[src/design/acr_regs_pkg.sv]
package acr_regs_pkg;

  // ----------------------------------------------------------------------
  // Register offsets (byte addresses)
  // ----------------------------------------------------------------------
  localparam int          ADDR_W            = 16;
  localparam logic [15:0] REPEAT_CTRL_ADDR  = 16'h21F0;
  localparam logic [15:0] UNLOCK_KEY_ADDR   = 16'h2230;
  localparam logic [15:0] BUFFER_CFG_ADDR   = 16'h238C;

  // Calibration pairs: 0 low power TIA, 1 fast TIA, 2 temperature sensor,
  // 3..7 auxiliary input at PGA gain 1, 1.5, 2, 4, 9
  localparam int          CAL_PAIRS         = 8;
  localparam logic [CAL_PAIRS-1:0][15:0] OFFSET_CAL_ADDR = {
    16'h22D0, 16'h22D4, 16'h22C8, 16'h22CC,
    16'h2244, 16'h223C, 16'h2234, 16'h2288};
  localparam logic [CAL_PAIRS-1:0][15:0] GAIN_CAL_ADDR = {
    16'h2298, 16'h2278, 16'h2274, 16'h2270,
    16'h2240, 16'h2238, 16'h2284, 16'h228C};
  localparam logic [2:0]  AUX_BASE_PAIR     = 3'h3;
  localparam logic [2:0]  AUX_GAIN_STEPS    = 3'h5;

  // ----------------------------------------------------------------------
  // Field positions and widths
  // ----------------------------------------------------------------------
  localparam int          REPEAT_EN_BIT     = 0;
  localparam int          REPEAT_CNT_LSB    = 4;
  localparam int          REPEAT_CNT_W      = 8;
  localparam int          CHOP_OFF_LSB      = 0;
  localparam int          CHOP_OFF_W        = 4;
  localparam int          POWER_DOWN_LSB    = 4;
  localparam int          POWER_DOWN_W      = 5;
  localparam int          CAL_W             = 15;
  localparam int          RESULT_W          = 16;
  // Gain is 1.14 fixed point and offset is in quarter LSBs
  localparam int          CORR_SHIFT        = 16;

  // ----------------------------------------------------------------------
  // Reset values and constants
  // ----------------------------------------------------------------------
  localparam logic [31:0] REPEAT_CTRL_RESET = 32'h0000_0160;
  localparam logic [31:0] BUFFER_CFG_RESET  = 32'h005F_3D00;
  localparam logic [31:0] UNLOCK_KEY_RESET  = 32'h0000_0000;
  localparam logic [31:0] UNLOCK_KEY_VALUE  = 32'hDE87_A5AF;
  localparam logic [14:0] OFFSET_CAL_RESET  = 15'h0000;
  localparam logic [14:0] GAIN_CAL_RESET    = 15'h4000;
  // Upper part of the buffer register is fixed and not writable
  localparam logic [31:0] BUFFER_CFG_FIXED  = 32'h005F_3C00;

endpackage : acr_regs_pkg

[src/design/acr_regs.sv]
`timescale 1ns/1ps
// Overview of operation
// - Ctrl bit 0 turns repeated conversions on when set; resets to off.
// - Repeat control resets to 0x00000160, a repeat count of 0x16.
// - Buffer 8:4 power down offset cancel, ADC buf, PGA, FE pos, FE neg.
// - Buffer 3:0 turn chopping off: offset cancel, ADC buf, PGA, FE.
// - Buffer config resets to 0x005F3D00: power-down 0x10, chop-off 0.
// - A 32-bit key guards calibration; writing 0xDE87A5AF unlocks it.
// - Calibration is protected unless the key matches; key resets to 0.
// - Own pairs for low power TIA, fast TIA, temp; reset 0 and 0x4000.
// - Aux pair per PGA gain 1, 1.5, 2, 4, 9; the active one is used.
// - Offset is 15-bit two's complement in quarter LSBs; zero is none.
// - Gain: 15 bits, 0x4000 unity, 0x7FFF just under two, zero gives zero result.

module acr_regs (
  input  wire logic                        ref_clk,
  input  wire logic                        reset,
  // Register port
  input  wire logic [15:0]                 regAddr,
  input  wire logic [31:0]                 regWriteData,
  input  wire logic                        regWrite,
  input  wire logic                        regRead,
  output logic      [31:0]                 regReadData,
  // Control outputs to the analog front end and sequencer
  output logic                             repeatEnable,
  output logic      [7:0]                  repeatCount,
  output logic      [4:0]                  stagePowerDown,
  output logic      [3:0]                  choppingOffBits,
  output logic                             calUnlocked,
  // Channel selection for calibration
  input  wire logic [1:0]                  channelSel,
  input  wire logic [2:0]                  auxGainSel,
  output logic      [14:0]                 activeOffset,
  output logic      [14:0]                 activeGain,
  // Raw conversion in, corrected conversion out
  input  wire logic [15:0]                 rawResult,
  input  wire logic                        rawValid,
  output logic      [15:0]                 conversionResult,
  output logic                             conversionValid
);

  // ----------------------------------------------------------------------
  // State
  // ----------------------------------------------------------------------
  typedef struct packed {
    logic [7:0]                            repeatCount;
    logic                                  repeatEnable;
    logic [4:0]                            stagePowerDown;
    logic [3:0]                            choppingOffBits;
    logic [31:0]                           unlockKey;
    logic [acr_regs_pkg::CAL_PAIRS-1:0][14:0] offsetCal;
    logic [acr_regs_pkg::CAL_PAIRS-1:0][14:0] gainCal;
    logic [31:0]                           readData;
    logic [14:0]                           activeOffset;
    logic [14:0]                           activeGain;
    logic [15:0]                           result;
    logic                                  resultValid;
  } acr_state_t;

  acr_state_t state;
  acr_state_t next_state;
  acr_state_t resetState;

  logic              unlocked;
  logic [2:0]        pairSel;
  logic [2:0]        auxIndex;
  logic signed [18:0] sumVal;
  logic signed [34:0] productVal;
  logic signed [34:0] scaledVal;

  // ----------------------------------------------------------------------
  // Reset image
  // ----------------------------------------------------------------------
  always_comb begin
    resetState = '0;
    resetState.repeatCount = acr_regs_pkg::REPEAT_CTRL_RESET[
      acr_regs_pkg::REPEAT_CNT_LSB +: acr_regs_pkg::REPEAT_CNT_W];
    resetState.repeatEnable = acr_regs_pkg::REPEAT_CTRL_RESET[
      acr_regs_pkg::REPEAT_EN_BIT];
    resetState.stagePowerDown = acr_regs_pkg::BUFFER_CFG_RESET[
      acr_regs_pkg::POWER_DOWN_LSB +: acr_regs_pkg::POWER_DOWN_W];
    resetState.choppingOffBits = acr_regs_pkg::BUFFER_CFG_RESET[
      acr_regs_pkg::CHOP_OFF_LSB +: acr_regs_pkg::CHOP_OFF_W];
    resetState.unlockKey = acr_regs_pkg::UNLOCK_KEY_RESET;
    for (int i = 0; i < acr_regs_pkg::CAL_PAIRS; i++) begin
      resetState.offsetCal[i] = acr_regs_pkg::OFFSET_CAL_RESET;
      resetState.gainCal[i] = acr_regs_pkg::GAIN_CAL_RESET;
    end
    resetState.activeGain = acr_regs_pkg::GAIN_CAL_RESET;
  end

  // ----------------------------------------------------------------------
  // Channel pair selection
  // ----------------------------------------------------------------------
  // Out-of-range aux gain codes fall back to gain 1 rather than an
  // unmapped pair, so the datapath never sees an undefined calibration.
  always_comb begin
    auxIndex = (auxGainSel < acr_regs_pkg::AUX_GAIN_STEPS) ? auxGainSel
                                                           : 3'h0;
    case (channelSel)
      2'h0:    pairSel = 3'h0;
      2'h1:    pairSel = 3'h1;
      2'h2:    pairSel = 3'h2;
      2'h3:    pairSel = acr_regs_pkg::AUX_BASE_PAIR + auxIndex;
      default: pairSel = 3'h0;
    endcase
  end

  assign unlocked = (state.unlockKey == acr_regs_pkg::UNLOCK_KEY_VALUE);

  // ----------------------------------------------------------------------
  // Correction datapath
  // ----------------------------------------------------------------------
  // Result is scaled to quarter LSBs so the offset adds without rounding;
  // the product is shifted back and clipped to the unsigned result range.
  always_comb begin
    sumVal = $signed({1'b0, rawResult, 2'b00})
           + $signed({{4{state.activeOffset[14]}},
                      state.activeOffset});
    productVal = 35'(sumVal)
               * 35'($signed({1'b0, state.activeGain}));
    scaledVal = productVal >>> acr_regs_pkg::CORR_SHIFT;
  end

  // ----------------------------------------------------------------------
  // Next state
  // ----------------------------------------------------------------------
  always_comb begin
    next_state = state;
    next_state.readData = 32'h0000_0000;

    // Writes
    if (regWrite) begin
      case (regAddr)
        acr_regs_pkg::REPEAT_CTRL_ADDR: begin
          next_state.repeatCount = regWriteData[
            acr_regs_pkg::REPEAT_CNT_LSB +:
            acr_regs_pkg::REPEAT_CNT_W];
          next_state.repeatEnable =
            regWriteData[acr_regs_pkg::REPEAT_EN_BIT];
        end
        acr_regs_pkg::BUFFER_CFG_ADDR: begin
          next_state.stagePowerDown = regWriteData[
            acr_regs_pkg::POWER_DOWN_LSB +:
            acr_regs_pkg::POWER_DOWN_W];
          next_state.choppingOffBits = regWriteData[
            acr_regs_pkg::CHOP_OFF_LSB +: acr_regs_pkg::CHOP_OFF_W];
        end
        acr_regs_pkg::UNLOCK_KEY_ADDR: begin
          next_state.unlockKey = regWriteData;
        end
        default: begin
          // Locked calibration writes fall through with no effect
          for (int i = 0; i < acr_regs_pkg::CAL_PAIRS; i++) begin
            if (unlocked &&
                regAddr == acr_regs_pkg::OFFSET_CAL_ADDR[i]) begin
              next_state.offsetCal[i] =
                regWriteData[acr_regs_pkg::CAL_W-1:0];
            end
            if (unlocked &&
                regAddr == acr_regs_pkg::GAIN_CAL_ADDR[i]) begin
              next_state.gainCal[i] =
                regWriteData[acr_regs_pkg::CAL_W-1:0];
            end
          end
        end
      endcase
    end

    // Reads; unmapped and reserved bits return zero
    if (regRead) begin
      case (regAddr)
        acr_regs_pkg::REPEAT_CTRL_ADDR: begin
          next_state.readData[acr_regs_pkg::REPEAT_CNT_LSB +:
            acr_regs_pkg::REPEAT_CNT_W] = state.repeatCount;
          next_state.readData[acr_regs_pkg::REPEAT_EN_BIT] =
            state.repeatEnable;
        end
        acr_regs_pkg::BUFFER_CFG_ADDR: begin
          next_state.readData = acr_regs_pkg::BUFFER_CFG_FIXED;
          next_state.readData[acr_regs_pkg::POWER_DOWN_LSB +:
            acr_regs_pkg::POWER_DOWN_W] = state.stagePowerDown;
          next_state.readData[acr_regs_pkg::CHOP_OFF_LSB +:
            acr_regs_pkg::CHOP_OFF_W] = state.choppingOffBits;
        end
        acr_regs_pkg::UNLOCK_KEY_ADDR: begin
          next_state.readData = state.unlockKey;
        end
        default: begin
          for (int i = 0; i < acr_regs_pkg::CAL_PAIRS; i++) begin
            if (regAddr == acr_regs_pkg::OFFSET_CAL_ADDR[i]) begin
              next_state.readData = {17'h0_0000,
                                     state.offsetCal[i]};
            end
            if (regAddr == acr_regs_pkg::GAIN_CAL_ADDR[i]) begin
              next_state.readData = {17'h0_0000,
                                     state.gainCal[i]};
            end
          end
        end
      endcase
    end

    // Pair for the channel in use, one cycle behind the selects
    next_state.activeOffset = state.offsetCal[pairSel];
    next_state.activeGain = state.gainCal[pairSel];

    // Corrected result; a zero gain gives a zero product
    next_state.resultValid = rawValid;
    if (rawValid) begin
      if (scaledVal < 0) begin
        next_state.result = 16'h0000;
      end else if (scaledVal > 35'sh0_0000_FFFF) begin
        next_state.result = 16'hFFFF;
      end else begin
        next_state.result = scaledVal[15:0];
      end
    end
  end

  // ----------------------------------------------------------------------
  // Registers
  // ----------------------------------------------------------------------
  always_ff @(posedge ref_clk) begin
    if (reset) begin
      state <= resetState;
    end else begin
      state <= next_state;
    end
  end

  // ----------------------------------------------------------------------
  // Outputs
  // ----------------------------------------------------------------------
  assign regReadData      = state.readData;
  assign repeatEnable     = state.repeatEnable;
  assign repeatCount      = state.repeatCount;
  assign stagePowerDown   = state.stagePowerDown;
  assign choppingOffBits  = state.choppingOffBits;
  assign calUnlocked      = unlocked;
  assign activeOffset     = state.activeOffset;
  assign activeGain       = state.activeGain;
  assign conversionResult = state.result;
  assign conversionValid  = state.resultValid;

endmodule : acr_regs

[config.mk]
export PLATFORM = sky130hd
export DESIGN_NAME = acr_regs
export DESIGN_NICKNAME = d
export VERILOG_FILES = /design/src/design/acr_regs_pkg.sv /design/src/design/acr_regs.sv
export SDC_FILE = /design/constraint.sdc
export NUM_CORES = 2
export LEC_CHECK = 0
export ABC_AREA = 0
export ABC_CLOCK_PERIOD_IN_PS = 11000
export BUFFER_PORTS_ARGS = -buffer_cell sky130_fd_sc_hd__buf_4
export CORE_UTILIZATION = 54
export CTS_BUF_LIST = sky130_fd_sc_hd__clkbuf_16
export DETAILED_ROUTE_END_ITERATION = 8
export GPL_ROUTABILITY_DRIVEN = 0
export GPL_TIMING_DRIVEN = 0
export PLACE_DENSITY = 0.75
export SYNTH_ARGS = -nofsm -noshare
export SYNTH_HDL_FRONTEND = slang
export SYNTH_SLANG_ARGS = --single-unit
[constraint.sdc]
create_clock -name ref_clk -period 11 [get_ports ref_clk]
set_clock_uncertainty 0.1 [all_clocks]
set_input_delay 2.2 -clock ref_clk [delete_from_list [all_inputs] [get_ports ref_clk]]
set_output_delay 2.2 -clock ref_clk [all_outputs]
set_load 0.05 [all_outputs]
==> metrics.cfg <==
[outcome]
outcome = complete, but fails checks
violations = design-rule violations, max-capacitance violations, max-slew violations

[worst_setup_path]
cp_slowest_cell = fa_1
cp.arrival_ns = 11.12
criticalPathCategory = input port to flop
critPathMostFrequentCell = fa_1
slowest_delay_ns = 0.53
cp_num_buf_inv = 9
cp_max_fo = 10
reg2reg_slack_ns = 1.57
cp-start-kind = input port
critical_path.top_delay_family = adder cells
cp.required_ns = 11.39
end_kind = flop

[sta]
relSlewSlack_pct = -1.972
setup_ws_ns = 0.2665
finalCritPeriodShare_pct = 97.58
min_period_ns = 10.73
fmax_mhz = 93.17
hold_violations = 0
maxSlewViolCount = 3
worstMarginPinSlew_ns = 1.510
setup_viol = 0

[synthesis]
async_reset_ff_share_pct = 0
syn-cell-area_um2 = 28130
yosysWarnings = 0
synthFlopType = dfxtp_1
synth-edff-count = 0
yosys.area.top_type = dfxtp_1
netlist_instances = 3358
synth_top_area_share_pct = 26.26
avgSynthCellArea_um2 = 8.377
ys_ff_latch = 369
ys_types = 72
synth.area.top_cells = dfxtp_1 26%, fa_1 20%, nand2_1 11%, a21oi_1 6.2%, mux4_2 4.8%
seq_area_frac_synth_pct = 26.26
synth_nets = 3814

[cells_and_area]
nets = 4023
area_growth_pct = 13.01
multi_input_area_um2 = 18080
drive_gt1_share_pct = 12.97
fillers = 4547
final-seq-area_um2 = 7387

[global_route]
track_usage_pct = 37.12
grt_overflow = 0
grt_pass1_wl_um = 147700
grt_max_degree = 14
antenna_found_initial = 4
grt_pass1_vias = 24840

[die]
die_h_um = 230.2
std_cell_rows = 83
ios = 172
initial_utilization_pct = 54.72
die_w_um = 230.2
coreArea_um2 = 51410
die-area_um2 = 53010

[power_and_ir_drop]
power.total_mw = 3.021
peakVddDrop_uv = 122.5
power_leakage_nw = 13.25
p_per_area_nw_per_um2 = 95.05

[cts]
clk_pin_slew_worst_paths_ns = 0.06
clock_latency_ns = 0.62
clockRootBuffer = clkbuf_16
h-tree-depth = 2
cts_tree = yes
cts-buffers-inserted = 42
cts_buffer_depth = 3
cts_sinks = 369
hold_buffers = 0

[drt]
first_iter_violations = 3745
drc = 14
postRouteWirelength_um = 99710
dr.pass1.iters = 9
vias = 26520
ant_nets = 0
wl_per_cell_um = 23.26
via_per_inst = 6.188

[hold_path]
worst_hold_path_type = flop to flop

[placed_design]
dpl_worst_slack_ns = -1.958
hpwl_um = 76370
io_buffers = 155

[flow_run]
drv_cap = 1

-- logic make-up after synthesis --
logic type / count (synthesis) / synth area share, %
DFF: 369 / 26.26
buffers and inverters: 644 / 10.02
adders and majority gates: 384 / 24.48
AOI/OAI and AO/OA: 595 / 12.73
and+or+nand+nor: 1261 / 20.30
xor gates and xnor gates: 43 / 1.339
muxes: 62 / 4.875
-- cell usage after synthesis, types with 5 or more instances --
cell type,number
xor2_1,13
a31oi_1,11
a22oi_1,12
inv_1,328
nand2b_1,18
fa_1,278
nand2_1,830
o221ai_1,12
or3_1,12
nor3_2,5
a222oi_1,20
dfxtp_1,369
a211o_1,5
o22ai_1,23
o211ai_1,9
nor2b_1,21
a211oi_1,7
nand3b_1,25
a22o_1,15
a21oi_1,346
nor3_1,25
and3b_1,8
a21o_1,15
o22a_1,5
and3_1,22
nand4_1,13
ha_1,104
buf_2,20
and2_1,124
nor4_1,9
buf_1,9
a221oi_1,25
clkbuf_1,189
a21boi_0,5
nand3_1,39
buf_4,96
o21ai_0,54
xnor2_1,30
nor2_1,76
o31ai_1,5
mux4_2,60
nor2_2,9
-- where the power goes --
part	leakage [nW]	internal (mW)	switching (mW)
clock network	0.674	0.771	0.653
registers	2.97	1.34	0.00207
logic	9.60	0.0769	0.178
-- cell type report --
type | count | share of cell area (%)
sequential | 369 | 23.24
timing repair buffer | 165 | 3.897
tap | 680 | 2.676
antenna | 5 | 0.03936
buffer | 316 | 5.097
multi-input combinational | 2345 | 56.89
inverter | 328 | 3.873
clock inverter | 35 | 0.9053
clock buffer | 43 | 3.385
-- worst reg2reg max path: cells and delay by family (launching register included) --
kind | cells | cell delay [ns]
compound gates | 14 | 2.91
flops | 1 | 0.34
fa+ha+maj | 9 | 3.97
buf+inv | 8 | 1.21
xor+xnor | 1 | 0.42
simple gates | 3 | 0.36
-- path summary, 6_finish.rpt --
path                                     from                          endpoint  cells past startpoint
min          conversionResult[8]$_SDFFE_PP0P_  conversionResult[8]$_SDFFE_PP0P_                      2
max reg2reg        activeOffset[2]$_SDFF_PP0_  conversionResult[4]$_SDFFE_PP0P_                     35
min reg2reg  conversionResult[8]$_SDFFE_PP0P_  conversionResult[8]$_SDFFE_PP0P_                      2
max                              rawResult[0]  conversionResult[4]$_SDFFE_PP0P_                     38
-- per-layer routing --
layer  track usage [%]  vias up  share of wire, %
met5                 0        -             0.013
met2             53.23     2060                42
met4             23.08        2               7.6
met3             13.83      497                15
li1                  -    11340                 -
met1             47.18    12620                36
-- stage by stage --
stage	hold WS, ns	utilization (%)	area (µm²)	std cells	TNS, ns
2_1_floorplan	0.3263	-	28130	3358	0
3_3_place_gp	0.3365	58.64	30150	4193	-26.07
3_5_place_dp	0.3430	58.68	30170	4194	-28.22
4_1_cts	0.3567	61.55	31640	4276	0
5_1_grt	0.3798	61.82	31780	4281	-0.4332
6_report	0.3514	61.84	31790	4286	0
-- cells in the final DEF, fill, tap and decap left out, drive strengths merged, types with 25 or more instances in the layout --
cell type  instances
a21oi            346
a221oi            25
and2             124
buf              295
clkbuf           229
dfxtp            369
fa               278
ha               104
inv              338
mux4              60
nand2            830
nand3             39
nand3b            25
nor2              85
nor3              31
o21ai             55
xnor2             30
-- what timing repair did --
action                                  4_1_cts  5_1_grt
gates resized for setup                      23       38
setup buffers                                 4        5
endpoints found under the setup margin       16       16
pin swaps                                     4        7
cloned                                        0        0
-- state kept, by name, indices dropped and copies added (netlist names) --
signal,count
activeGain,15
activeOffset,15
choppingOffBits,4
conversionResult,16
conversionValid,1
regReadData,32
repeatCount,8
repeatEnable,1
stagePowerDown,5
state,272
Power figures use the tool's default switching activity.
